<file path="src/rtl/slalu_pkg.sv">
/*
  package for the subtract and logic alu slice: opcodes, flag layout, cycle counts.
  assumes a surrounding core that supplies operands and writes results back.
*/
`default_nettype none
package slalu_pkg;
  typedef enum logic [2:0] {
    OP_NONE,
    OP_SUB_BORROW_REGS,
    OP_SUB_BORROW_IMM,
    OP_SUB_IMM_WORD,
    OP_AND_WITH_IMM,
    OP_OR_WITH_IMM
  } slalu_op_t;

  // status flag positions
  localparam int FLAG_C = 0;
  localparam int FLAG_Z = 1;
  localparam int FLAG_N = 2;
  localparam int FLAG_V = 3;
  localparam int FLAG_S = 4;
  localparam int FLAG_H = 5;
  localparam logic [5:0] FLAGS_RESET = 6'h00;

  localparam int CYCLES_BYTE_OP = 1;
  localparam int CYCLES_WORD_OP = 2;

  typedef struct packed {
    slalu_op_t  op;
    logic [7:0] dest;
    logic [7:0] dest_hi;
    logic [7:0] operand;
  } slalu_req_t;

  typedef struct packed {
    logic [7:0] res;
    logic [7:0] res_hi;
    logic [5:0] flags;
  } slalu_rsp_t;
endpackage
`default_nettype wire

</file>
<file path="src/rtl/slalu_core.sv">
/*
  subtract and logic alu slice of an 8-bit core.
  assumes requests arrive synchronous to clk_i, one at a time, held until done.
*/
`default_nettype none
module slalu_core (
  input  wire logic                 clk_i,
  input  wire logic                 arst_n_i,
  input  wire logic                 start_i,
  input  wire slalu_pkg::slalu_req_t req_i,
  input  wire logic [5:0]           flags_i,
  output logic                      done_o,
  output slalu_pkg::slalu_rsp_t     rsp_o
);
  // ****************************************
  // reset release
  // ****************************************
  logic [1:0] rst_sync_q;
  logic       rst_n;
  always_ff @(posedge clk_i or negedge arst_n_i) begin
    if (!arst_n_i) rst_sync_q <= 2'h0;
    else rst_sync_q <= {rst_sync_q[0], 1'b1};
  end
  assign rst_n = rst_sync_q[1];

  // ****************************************
  // byte operations
  // ****************************************
  logic       cin;
  logic [8:0] diff;
  logic [4:0] half;
  logic [7:0] d;
  logic [7:0] k;
  logic [7:0] land;
  logic [7:0] lor;
  assign d    = req_i.dest;
  assign k    = req_i.operand;
  assign cin  = flags_i[slalu_pkg::FLAG_C];

  // ****************************************
  // borrow chain, one stage per bit
  // ****************************************
  logic [8:0] brw;
  logic [7:0] dbit;
  assign brw[0] = cin;
  for (genvar i = 0; i < 8; i++) begin : g_bit
    assign dbit[i]  = d[i] ^ k[i] ^ brw[i];
    assign brw[i+1] = (~d[i] & k[i]) | (~(d[i] ^ k[i]) & brw[i]);
  end
  assign diff = {brw[8], dbit};
  assign half = {brw[4], dbit[3:0]};
  assign land = d & k;
  assign lor  = d | k;

  logic [5:0] sub_flags;
  always_comb begin
    sub_flags = flags_i;
    sub_flags[slalu_pkg::FLAG_C] = diff[8];
    // zero carries over from the previous flag for a borrow chain
    sub_flags[slalu_pkg::FLAG_Z] = (diff[7:0] == 8'h00) & flags_i[slalu_pkg::FLAG_Z];
    sub_flags[slalu_pkg::FLAG_N] = diff[7];
    sub_flags[slalu_pkg::FLAG_V] = (d[7] ^ k[7]) & (d[7] ^ diff[7]);
    sub_flags[slalu_pkg::FLAG_H] = half[4];
  end

  logic [5:0] and_flags;
  logic [5:0] or_flags;
  always_comb begin
    and_flags = flags_i;
    and_flags[slalu_pkg::FLAG_Z] = (land == 8'h00);
    and_flags[slalu_pkg::FLAG_N] = land[7];
    and_flags[slalu_pkg::FLAG_V] = 1'b0;
    or_flags = flags_i;
    or_flags[slalu_pkg::FLAG_Z] = (lor == 8'h00);
    or_flags[slalu_pkg::FLAG_N] = lor[7];
    or_flags[slalu_pkg::FLAG_V] = 1'b0;
  end

  // ****************************************
  // word operation
  // ****************************************
  logic [15:0] word_in;
  logic [15:0] word_res;
  logic [5:0]  word_flags;
  assign word_in  = {req_i.dest_hi, req_i.dest};
  assign word_res = word_in - {8'h00, k};
  always_comb begin
    word_flags = flags_i;
    word_flags[slalu_pkg::FLAG_C] = word_res[15] & ~word_in[15];
    word_flags[slalu_pkg::FLAG_Z] = (word_res == 16'h0000);
    word_flags[slalu_pkg::FLAG_N] = word_res[15];
    word_flags[slalu_pkg::FLAG_V] = word_in[15] & ~word_res[15];
    word_flags[slalu_pkg::FLAG_S] = word_res[15] ^ (word_in[15] & ~word_res[15]);
  end

  // ****************************************
  // sequencing
  // ****************************************
  typedef enum logic [1:0] {ST_IDLE, ST_WORD} slalu_state_t;
  slalu_state_t          state_q;
  slalu_state_t          state_d;
  logic                  done_q;
  logic                  done_d;
  slalu_pkg::slalu_rsp_t rsp_q;
  slalu_pkg::slalu_rsp_t rsp_d;

  always_comb begin
    state_d = state_q;
    done_d  = 1'b0;
    rsp_d   = rsp_q;
    case (state_q)
      ST_IDLE: begin
        if (start_i) begin
          rsp_d.res_hi = req_i.dest_hi;
          rsp_d.flags  = flags_i;
          done_d       = 1'b1;
          case (req_i.op)
            slalu_pkg::OP_SUB_BORROW_REGS: begin
              rsp_d.res   = diff[7:0];
              rsp_d.flags = sub_flags;
            end
            slalu_pkg::OP_SUB_BORROW_IMM: begin
              rsp_d.res   = diff[7:0];
              rsp_d.flags = sub_flags;
            end
            slalu_pkg::OP_SUB_IMM_WORD: begin
              rsp_d.res    = word_res[7:0];
              rsp_d.res_hi = word_res[15:8];
              rsp_d.flags  = word_flags;
              done_d       = 1'b0;
              state_d      = ST_WORD;
            end
            slalu_pkg::OP_AND_WITH_IMM: begin
              rsp_d.res   = land;
              rsp_d.flags = and_flags;
            end
            slalu_pkg::OP_OR_WITH_IMM: begin
              rsp_d.res   = lor;
              rsp_d.flags = or_flags;
            end
            default: begin
              rsp_d.res = d;
            end
          endcase
        end
      end
      ST_WORD: begin
        done_d  = 1'b1;
        state_d = ST_IDLE;
      end
      default: begin
        state_d = ST_IDLE;
      end
    endcase
  end

  always_ff @(posedge clk_i or negedge rst_n) begin
    if (!rst_n) begin
      state_q <= ST_IDLE;
      done_q  <= 1'b0;
      rsp_q   <= '{res: 8'h00, res_hi: 8'h00, flags: slalu_pkg::FLAGS_RESET};
    end else begin
      state_q <= state_d;
      done_q  <= done_d;
      rsp_q   <= rsp_d;
    end
  end

  assign done_o = done_q;
  assign rsp_o  = rsp_q;
endmodule
`default_nettype wire

</file>
<file path="config.mk">
export PLATFORM = sky130hd
export DESIGN_NAME = slalu_core
export DESIGN_NICKNAME = d
export VERILOG_FILES = /design/src/rtl/slalu_pkg.sv /design/src/rtl/slalu_core.sv
export SDC_FILE = /design/constraint.sdc
export NUM_CORES = 1
export LEC_CHECK = 0
export BUFFER_PORTS_ARGS = -buffer_cell sky130_fd_sc_hd__buf_2
export CORE_MARGIN = 10
export CORE_UTILIZATION = 60
export DETAILED_ROUTE_END_ITERATION = 10
export GPL_ROUTABILITY_DRIVEN = 0
export HOLD_SLACK_MARGIN = 0.08
export MAX_ROUTING_LAYER = met4
export PLACE_DENSITY = 0.91
export SKIP_CTS_REPAIR_TIMING = 1
export SLEW_MARGIN = 25
export SYNTH_ARGS = -nofsm -noshare
export SYNTH_HDL_FRONTEND = slang
export SYNTH_SLANG_ARGS = --single-unit
</file>
<file path="constraint.sdc">
create_clock -name clk_i -period 2.3 [get_ports clk_i]
set_input_delay 0.46 -clock clk_i [delete_from_list [all_inputs] [get_ports clk_i]]
set_output_delay 0.46 -clock clk_i [all_outputs]
set_load 0.02 [all_outputs]
</file>
==> metrics.cfg, run 1 <==
[synth]
synth-seq-area-share_pct = 24.0
ys_top_cells_by_count = nand2_1 (35), o21ai_0 (34), inv_1 (29)
synth_nets = 412
yosysWarnings = 0
yosysTopAreaCell = dfrtp_1
muxShareOfSynthArea_pct = 0.924
syn_avg_cell_area_um2 = 7.96
synth-xor-area-share_pct = 4.85
ys.flop_type = dfrtp_1
ys_types = 57
syn_area_mm2 = 0.00271
synth-edff-count = 0
synth_area_leaders = dfrtp_1 (24%), ha_1 (12%), fa_1 (6.7%)
synth-compound-area-share_pct = 24.4
synth_top_family_by_area = compound AO/OA/AOI/OAI gates
synth_cells = 340
synth_top_area_share_pct = 24.0
yosys.area_share.adder_pct = 19.5
async_flop_share_pct = 100
synth-simple-area-share_pct = 19.5
synth.most_common_cell = nand2_1
ys_ff_latch = 26

[place]
dpl.cell_count = 511
io_buffers = 58
detailed_place_hpwl_um = 7710
placed_cell_area_mm2 = 0.00365

[power_and_ir_drop]
power.density_mw_per_mm2 = 477
vdd_drop_max_v = 0.000240
internal_power_mw = 1.15
combPwrFrac_pct = 49.9
switching_share_pct = 38.2
power_frac_seq_pct = 29.6
power_switching_uw = 709
leakagePower_nw = 1.89
totalPowerFinal_mw = 1.85
clkPwrFrac_pct = 20.5

[run_status]
status = finished, violations left
failed_checks = setup timing

[worst_setup_path]
crit_top_cell = fa_2
required_ns = 2.44
critical_path_arrival_ns = 4.38
cp_slowest_stage_delay_ns = 0.56
cp_slowest_cell = fa_2
crit_path_start_kind = input port
cp_max_fo = 2
end_kind = flip-flop
cp_cell_sequence = buf_12, inv_12, fa_2, inv_2, fa_2, fa_2, fa_2, fa_2, inv_2, fa_2, fa_2, inv_2, fa_2, xor2_1, and3_1, a211oi_2, a311oi_2, a311oi_1, a21oi_1
critPathKind = input port to flip-flop

[routing]
avgViaCountPerCell = 6.58
finalWirelength_um = 11100
drcViolationCount = 0
vias = 3430
routedWlPerCell_um = 21.3
ant_nets = 0
drt-initial-drc-count = 461
drtPass1Iterations = 8

[grt]
groute.usage.overall_pct = 25.0
grt_pass1_vias = 3260
antenna_found_initial = 0
grt_max_degree = 45
grt_pass1_wl_um = 15100
grt.overflow.total = 0

[clock_network]
clockBufferDepth = 2
cts_tree = yes
worstSkewPairLatency_ns = 0.28
cts_sinks = 26
cts.htree.levels = 1
numCtsBuffers = 3
root_buffer = clkbuf_8
clkTransAtPathRegs_ns = 0.10

[floorplan]
die_h_um = 87.2
start_util_pct = 62.2
chipWidth_um = 87.2
design.die.area_mm2 = 0.00760
io_pins = 59
rows = 24
core_mm2 = 0.00435

[sta]
fmax_mhz = 236
fin_crit_sh_pct = 184
setup_violations = 18
min_period_ns = 4.24
worst_pin_slew_ns = 0.501
final_hold_viol_count = 0
holdWs_ns = 0.253
setup_ws_ns = -1.94
slew_viol_final = 0
rsz0062_at_grt = true
slew_headroom_pct = 65.7
skew_ns = 0.0167

[finish]
drive_above_1_share_pct = 39.4
fill_cells = 185
final_area_mm2 = 0.00389
areaGrowthSynthToFinish_pct = 43.6
antenna_cells = 0
multi_input_area_mm2 = 0.00203
seq_area_um2 = 652
final_cells = 521
utilization_pct = 89.3
finalNetCount = 542

[worst_hold_path]
hold_class = flip-flop to asynchronous set/reset pin

[job]
drv_cap = 0

## worst max-delay path, delay by kind of cell
family                   cells  cell delay [ns]
buffers and inverters        5             0.32
XOR/XNOR                     1             0.08
AO/OA/AOI/OAI                4             0.64
AND/OR/NAND/NOR              1             0.21
adder cells (fa/ha/maj)      8             2.64
## area by class of cell
class / instances / area share, %
Multi-Input combinational cell: 267 / 52.3
Timing Repair Buffer: 142 / 24.2
Sequential cell: 26 / 16.8
Inverter: 30 / 3.22
Tap cell: 52 / 1.67
Clock buffer: 3 / 1.06
Clock inverter: 1 / 0.772
## state kept, by name, indices dropped and copies added, names as in the netlist
signal	flops
rsp_o	22
rst_sync_q	2
state_q	1
done_o	1
## path summary, 6_finish.rpt
| check | slack (ns) | to | cells after the start | start |
|---|---|---|---|---|
| setup / recovery | -1.94 | rsp_o[3] | 19 | req_i[16] |
| min in group clk_i | 0.37 | rst_sync_q[1] | 0 | rst_sync_q[0] |
| hold / removal | 0.25 | rsp_o[6] | 0 | rst_sync_q[1] |
| setup reg to reg | 0.60 | rsp_o[1] | 6 | state_q[0] |
| hold reg to reg | 0.25 | rsp_o[6] | 0 | rst_sync_q[1] |
| max in group asynchronous | 1.68 | rsp_o[19] | 0 | rst_sync_q[1] |
## per-layer routing
layer,share of wire [%],wire length [µm],global-route usage [%],vias to the layer above
li1,-,-,-,1458
met1,35,3890,28.0,1588
met2,48,5310,43.1,306
met3,11,1220,2.62,78
met4,6.0,670,12.5,0
met5,0,0,-,-
## layout by cell type (no fill, tap or decap), types with 7 or more instances in the layout
master and count:
o22ai_1 10, xor2_1 7, o21ai_0 28, o21ai_1 8
inv_1 25, xnor2_1 7, nor2_1 24, nand2_1 34
dfrtp_1 25, buf_2 57, fa_2 9, a21oi_1 20
nor3_1 10, buf_4 82, ha_1 25, nand3_1 7
## power groups by stage
stage	Sequential (mW)	Clock (mW)	Combinational, mW
floorplan	0.620	0	0.377
global placement	0.551	0	0.773
detailed placement	0.558	0	0.820
CTS	0.548	0.372	0.826
global route	0.555	0.386	0.969
finish	0.550	0.380	0.925
## per-stage QoR
stage / setup TNS, ns / setup slack (ns)
global route: -15.12 / -2.07
global placement: -15.87 / -1.93
CTS: -12.81 / -1.94
floorplan: -9.98 / -1.70
detailed placement: -17.93 / -2.16
finish: -13.59 / -1.94
## cells by family after synthesis
kind of cell / Yosys count
muxes: 2
AOI/OAI and AO/OA: 103
DFF: 26
buffers and inverters: 47
adders and majority gates: 37
xor gates and xnor gates: 15
and+or+nand+nor: 109
other: 1
Note: power is estimated with default switching activity, not from simulation.
==> run 2: changes to the inputs <==
--- a/config.mk
+++ b/config.mk
@@ -7,12 +7,13 @@
 export LEC_CHECK = 0
 export BUFFER_PORTS_ARGS = -buffer_cell sky130_fd_sc_hd__buf_2
 export CORE_MARGIN = 10
-export CORE_UTILIZATION = 60
+export CORE_UTILIZATION = 40
 export DETAILED_ROUTE_END_ITERATION = 10
 export GPL_ROUTABILITY_DRIVEN = 0
+export GPL_TIMING_DRIVEN = 0
 export HOLD_SLACK_MARGIN = 0.08
 export MAX_ROUTING_LAYER = met4
-export PLACE_DENSITY = 0.91
+export PLACE_DENSITY = 0.66
 export SKIP_CTS_REPAIR_TIMING = 1
 export SLEW_MARGIN = 25
 export SYNTH_ARGS = -nofsm -noshare
==> run 2 against run 1 <==
Effect of this change:
- the run still ends with setup timing left
- first-iteration DRC count decreased by 41%
- clock skew is 0.013 ns lower
- via count shrank 18%
- critical endpoint is now rsp_o[21]
- largest power group unchanged
==> metrics.cfg, run 2 (synthesized netlist as in run 1, its figures left out) <==
[finish]
layout_common_cells = buf_2 (52), nand2_1 (34), dfrtp_1 (25)  ; was buf_4 (82), buf_2 (57), nand2_1 (34)
drive_above_1_share_pct = 34.2  ; was 39.4%
final_cells = 495  ; was 521
areaGrowthSynthToFinish_pct = 32.9  ; was 43.6%
final_common_cell = buf_2  ; was buf_4
largest_reg_flops = 22  ; unchanged
antenna_cells = 0  ; unchanged
finalNetCount = 491  ; was 542

[worst_setup_path]
critical_path_arrival_ns = 4.14  ; was 4.38 ns
r2r_start = state_q[0]  ; unchanged
crit_top_cell = fa_2  ; unchanged
rrSetupSlack_ns = 0.53  ; was 0.60 ns
critPathKind = input port to flip-flop  ; unchanged
worst_r2r_endpoint = rsp_o[1]  ; unchanged
cp_slowest_cell = fa_2  ; unchanged
crit_path_start_kind = input port  ; unchanged
cp_cell_sequence = buf_12, inv_12, fa_2, inv_2, fa_2, fa_2, fa_2, fa_2, inv_2, fa_2, fa_2, inv_2, fa_2, buf_6, maj3_2, nor2_2, a31oi_2, a21oi_1, o31ai_1  ; was buf_12, inv_12, fa_2, inv_2, fa_2, fa_2, fa_2, fa_2, inv_2, fa_2, fa_2, inv_2, fa_2, xor2_1, and3_1, a211oi_2, a311oi_2, a311oi_1, a21oi_1
required_ns = 2.48  ; was 2.44 ns
path_delay_family = adder cells  ; unchanged
critPathBufInv = 6  ; was 5
r2r_cells = 7  ; was 6
cp_slowest_stage_delay_ns = 0.55  ; was 0.56 ns
end_kind = flip-flop  ; unchanged
cp_max_fo = 2  ; unchanged

[routing]
routedWlPerCell_um = 17.1  ; was 21.3 µm
vias = 2798  ; was 3,430
drt-initial-drc-count = 271  ; was 461
drcViolationCount = 0  ; unchanged
ant_nets = 0  ; unchanged
finalWirelength_um = 8470  ; was 11,100 µm
avgViaCountPerCell = 5.65  ; was 6.58
drtPass1Iterations = 8  ; unchanged

[place]
place_ws_ns = -2.19  ; was -2.16 ns
detailed_place_hpwl_um = 6670  ; was 7710 µm
dpl.cell_count = 473  ; was 511
io_buffers = 56  ; was 58

[sta]
skew_ns = 0.00332  ; was 0.0167 ns
min_period_ns = 3.96  ; was 4.24 ns
setup_ws_ns = -1.66  ; was -1.94 ns
worst_pin_slew_ns = 0.762  ; was 0.501 ns
slew_viol_final = 0  ; unchanged
fmax_mhz = 252  ; was 236 MHz
rsz0062_at_grt = true  ; unchanged
final_hold_viol_count = 0  ; unchanged
fin_crit_sh_pct = 172  ; was 184%
setup_violations = 14  ; was 18
slew_headroom_pct = 49.2  ; was 65.7%

[grt]
antenna_found_initial = 0  ; unchanged
grt_pass1_wl_um = 12900  ; was 15,100 µm
grt_pass1_vias = 2627  ; was 3,260
groute.usage.overall_pct = 15.6  ; was 25.0%
grt.overflow.total = 0  ; unchanged
grt_max_degree = 25  ; was 45

[floorplan]
core_mm2 = 0.00646  ; was 0.00435 mm²
rows = 29  ; was 24
design.die.area_mm2 = 0.0105  ; was 0.00760 mm²
io_pins = 59  ; unchanged
die_h_um = 102  ; was 87.2 µm
chipWidth_um = 102  ; was 87.2 µm
start_util_pct = 41.9  ; was 62.2%

[run_status]
failed_checks = setup timing  ; unchanged
status = finished, violations left  ; unchanged

[clock_network]
clockBufferDepth = 2  ; unchanged
numCtsBuffers = 3  ; unchanged
worstSkewPairLatency_ns = 0.27  ; was 0.28 ns
cts_sinks = 26  ; unchanged
cts_tree = yes  ; unchanged
root_buffer = clkbuf_8  ; unchanged
cts.htree.levels = 1  ; unchanged
clkTransAtPathRegs_ns = 0.09  ; was 0.10 ns

[power_and_ir_drop]
power.density_mw_per_mm2 = 479  ; was 477 mW/mm²
vdd_drop_max_v = 0.000229  ; was 0.000240 V
leakagePower_nw = 1.60  ; was 1.89 nW

[worst_hold_path]
hold_class = flip-flop to asynchronous set/reset pin  ; unchanged

[job]
drv_cap = 0  ; unchanged

==> run 2: changes by cell type in the layout (fill, tap and decap cells not counted), sizes merged <==
cell	previous run	this run
buf	141	75
clkbuf	3	18
==> run 2: metal layers <==
metal,GRT usage [%],vias up,routed length (µm)
met3,1.21,23,575
met2,25.7,133,4000
met1,20.4,1294,3700
li1,-,1348,-
met5,-,-,0
met4,3.36,0,195
==> run 2: worst max-delay path by stage <==
stage / from / end / cells past startpoint
floorplan: req_i[16] / rsp_o[3] / 18
global placement: req_i[16] / rsp_o[3] / 19
detailed placement: req_i[16] / rsp_o[3] / 19
CTS: req_i[16] / rsp_o[3] / 19
global route: req_i[16] / rsp_o[21] / 19
finish: req_i[16] / rsp_o[21] / 19
==> run 2: metrics by stage <==
step	hold slack (ns)	utilization [%]	area [µm²]	total power [mW]	setup TNS, ns
6_report	0.250	55.7	3600	1.72	-10.92
5_1_grt	0.303	55.7	3600	1.82	-12.54
4_1_cts	-0.0498	49.9	3230	1.60	-12.32
3_5_place_dp	0.246	48.8	3150	1.23	-17.51
3_3_place_gp	0.245	48.8	3150	1.22	-16.79
2_1_floorplan	0.164	-	2780	0.997	-9.98
==> run 2: final cells by class <==
type	instances	area [µm²]
Timing Repair Buffer	74	454
Clock inverter	1	30.0
Tap cell	77	96.3
Buffer	17	68.8
Clock buffer	3	41.3
Inverter	30	128
Fill cell	614	2860
Sequential cell	26	652
Multi-Input combinational cell	267	2130
==> run 2: where the power goes <==
| part | switching (mW) | internal, mW |
|---|---|---|
| Combinational | 0.471 | 0.334 |
| Clock | 0.140 | 0.233 |
| Sequential | 0.0329 | 0.512 |
==> run 3: changes to the inputs <==
--- a/config.mk
+++ b/config.mk
@@ -15,7 +15,6 @@
 export MAX_ROUTING_LAYER = met4
 export PLACE_DENSITY = 0.66
 export SKIP_CTS_REPAIR_TIMING = 1
-export SLEW_MARGIN = 25
 export SYNTH_ARGS = -nofsm -noshare
 export SYNTH_HDL_FRONTEND = slang
 export SYNTH_SLANG_ARGS = --single-unit
==> constraint.sdc (replaced) <==
create_clock -name clk_i -period 2.3 [get_ports clk_i]
set_input_delay 0.46 -clock clk_i [delete_from_list [all_inputs] [get_ports clk_i]]
set_output_delay 0.46 -clock clk_i [all_outputs]
set_load 0.005 [all_outputs]
==> run 3 against run 2 <==
Effect of this change:
- the run still ends with setup timing left
- via count is the same
- cell area is essentially flat
- count of clock-buffer cells in the layout is the same
- global-route usage is the same
- critical path type unchanged
- routed wire length is the same
- utilization is essentially flat
- first-iteration DRC count is the same
==> metrics.cfg, run 3 (synthesized netlist as in run 1, its figures left out) <==
[place]
place_ws_ns = -2.19  ; unchanged
detailed_place_hpwl_um = 6670  ; unchanged
dpl.cell_count = 473  ; unchanged
io_buffers = 56  ; unchanged
placed_cell_area_mm2 = 0.00315  ; unchanged

[job]
drv_cap = 0  ; unchanged

[clock_network]
worstSkewPairLatency_ns = 0.27  ; about the same
numCtsBuffers = 3  ; unchanged
cts.htree.levels = 1  ; unchanged
root_buffer = clkbuf_8  ; unchanged
clockBufferDepth = 2  ; unchanged
cts_sinks = 26  ; unchanged
cts_tree = yes  ; unchanged
clkTransAtPathRegs_ns = 0.09  ; about the same

[worst_setup_path]
required_ns = 2.48  ; about the same
cp_slowest_stage_delay_ns = 0.55  ; about the same
cp_slowest_cell = fa_2  ; unchanged
cp.depth = 19  ; unchanged
cp_max_fo = 2  ; unchanged
crit_path_start_kind = input port  ; unchanged
critPathBufInv = 6  ; unchanged
critPathKind = input port to flip-flop  ; unchanged
r2r_cells = 7  ; unchanged
crit_top_cell = fa_2  ; unchanged
critical_path_arrival_ns = 4.14  ; about the same
cp_cell_sequence = buf_12, inv_12, fa_2, inv_2, fa_2, fa_2, fa_2, fa_2, inv_2, fa_2, fa_2, inv_2, fa_2, buf_6, maj3_2, nor2_2, a31oi_2, a21oi_1, o31ai_1  ; unchanged
rrSetupSlack_ns = 0.53  ; about the same
path_delay_family = adder cells  ; unchanged
end_kind = flip-flop  ; unchanged

[worst_hold_path]
hold_depth = 0
hold_class = flip-flop to flip-flop  ; was flip-flop to asynchronous set/reset pin

[floorplan]
design.die.area_mm2 = 0.0105  ; unchanged
start_util_pct = 41.9  ; unchanged
rows = 29  ; unchanged
core_mm2 = 0.00646  ; unchanged
die_h_um = 102  ; unchanged
chipWidth_um = 102  ; unchanged
io_pins = 59  ; unchanged

[sta]
worst_pin_slew_ns = 0.953  ; was 0.762 ns
rsz0062_at_grt = true  ; unchanged
fmax_mhz = 252  ; unchanged
setup_ws_ns = -1.66  ; unchanged
fin_crit_sh_pct = 172  ; unchanged
min_period_ns = 3.96  ; unchanged
holdWs_ns = 0.362  ; was 0.250 ns
slew_headroom_pct = 36.4  ; was 49.2%
slew_viol_final = 0  ; unchanged
totalNegativeSetupSlack_ns = -10.92  ; unchanged
final_hold_viol_count = 0  ; unchanged
skew_ns = 0.00332  ; about the same
setup_violations = 14  ; unchanged

[routing]
drtPass1Iterations = 8  ; unchanged
drcViolationCount = 0  ; unchanged
finalWirelength_um = 8470  ; unchanged
drt-initial-drc-count = 271  ; unchanged
routedWlPerCell_um = 17.1  ; unchanged
avgViaCountPerCell = 5.65  ; unchanged
ant_nets = 0  ; unchanged
vias = 2798  ; unchanged

[finish]
final_common_cell = buf_2  ; unchanged
final_cells = 495  ; unchanged
layout_common_cells = buf_2 (52), nand2_1 (34), dfrtp_1 (26)  ; was buf_2 (52), nand2_1 (34), dfrtp_1 (25)
final_area_mm2 = 0.00360  ; about the same
finalNetCount = 491  ; unchanged
drive_above_1_share_pct = 34.0  ; was 34.2%
largest_reg_flops = 22  ; unchanged
areaGrowthSynthToFinish_pct = 32.8  ; was 32.9%
antenna_cells = 0  ; unchanged
utilization_pct = 55.7  ; about the same

[power_and_ir_drop]
totalPowerFinal_mw = 1.66  ; was 1.72 mW
vdd_drop_max_v = 0.000228  ; was 0.000229 V
power.density_mw_per_mm2 = 461  ; was 479 mW/mm²
leakagePower_nw = 1.60  ; about the same

[grt]
groute.usage.overall_pct = 15.6  ; unchanged
grt_pass1_vias = 2627  ; unchanged
grt.overflow.total = 0  ; unchanged
grt_pass1_wl_um = 12900  ; unchanged
grt_max_degree = 25  ; unchanged
antenna_found_initial = 0  ; unchanged

[run_status]
failed_checks = setup timing  ; unchanged
status = finished, violations left  ; unchanged

## run 3: cell counts in the layout (fill, tap and decap cells not counted)
No cell type changed its count.
## run 3: layout make-up
type	instances	area (µm²)
clock inverter	1	30.0
tap	77	96.3
clock buffer	3	41.3
fill	613	2860
buffer	17	68.8
timing repair buffer	74	454
multi-input combinational	267	2130
sequential	26	651
inverter	30	128
## run 3: where the power goes
part | internal (mW) | leakage [nW] | switching (mW)
registers | 0.511 | 0.316 | 0.0329
logic | 0.333 | 1.25 | 0.409
clock network | 0.233 | 0.0357 | 0.140
total | 1.08 | 1.60 | 0.582
## run 3: path summary, 6_finish.rpt
kind                               start             to
max reg2reg                   state_q[0]       rsp_o[1]
max                            req_i[16]      rsp_o[21]
min reg2reg                rst_sync_q[0]  rst_sync_q[1]
min                        rst_sync_q[0]  rst_sync_q[1]
max in group asynchronous  rst_sync_q[1]      rsp_o[19]
min in group asynchronous  rst_sync_q[1]       rsp_o[7]
## run 3: per-layer routing
layer  share of wire [%]  vias to the layer above  GRT usage [%]
li1                    -                     1348              -
met1                  44                     1294           20.4
met2                  47                      133           25.7
met3                 6.8                       23           1.21
met4                 2.3                        0           3.36
met5                   0                        -              -
## run 3: worst register-to-register path, stage by stage, from the launching register on
cell       delay, ns
dfrtp_1         0.38
nand2b_1        0.13
clkbuf_1        0.22
o21ba_2         0.32
nand4_1         0.14
a2111oi_4       0.22
o2111ai_1       0.15
o21ai_1         0.14
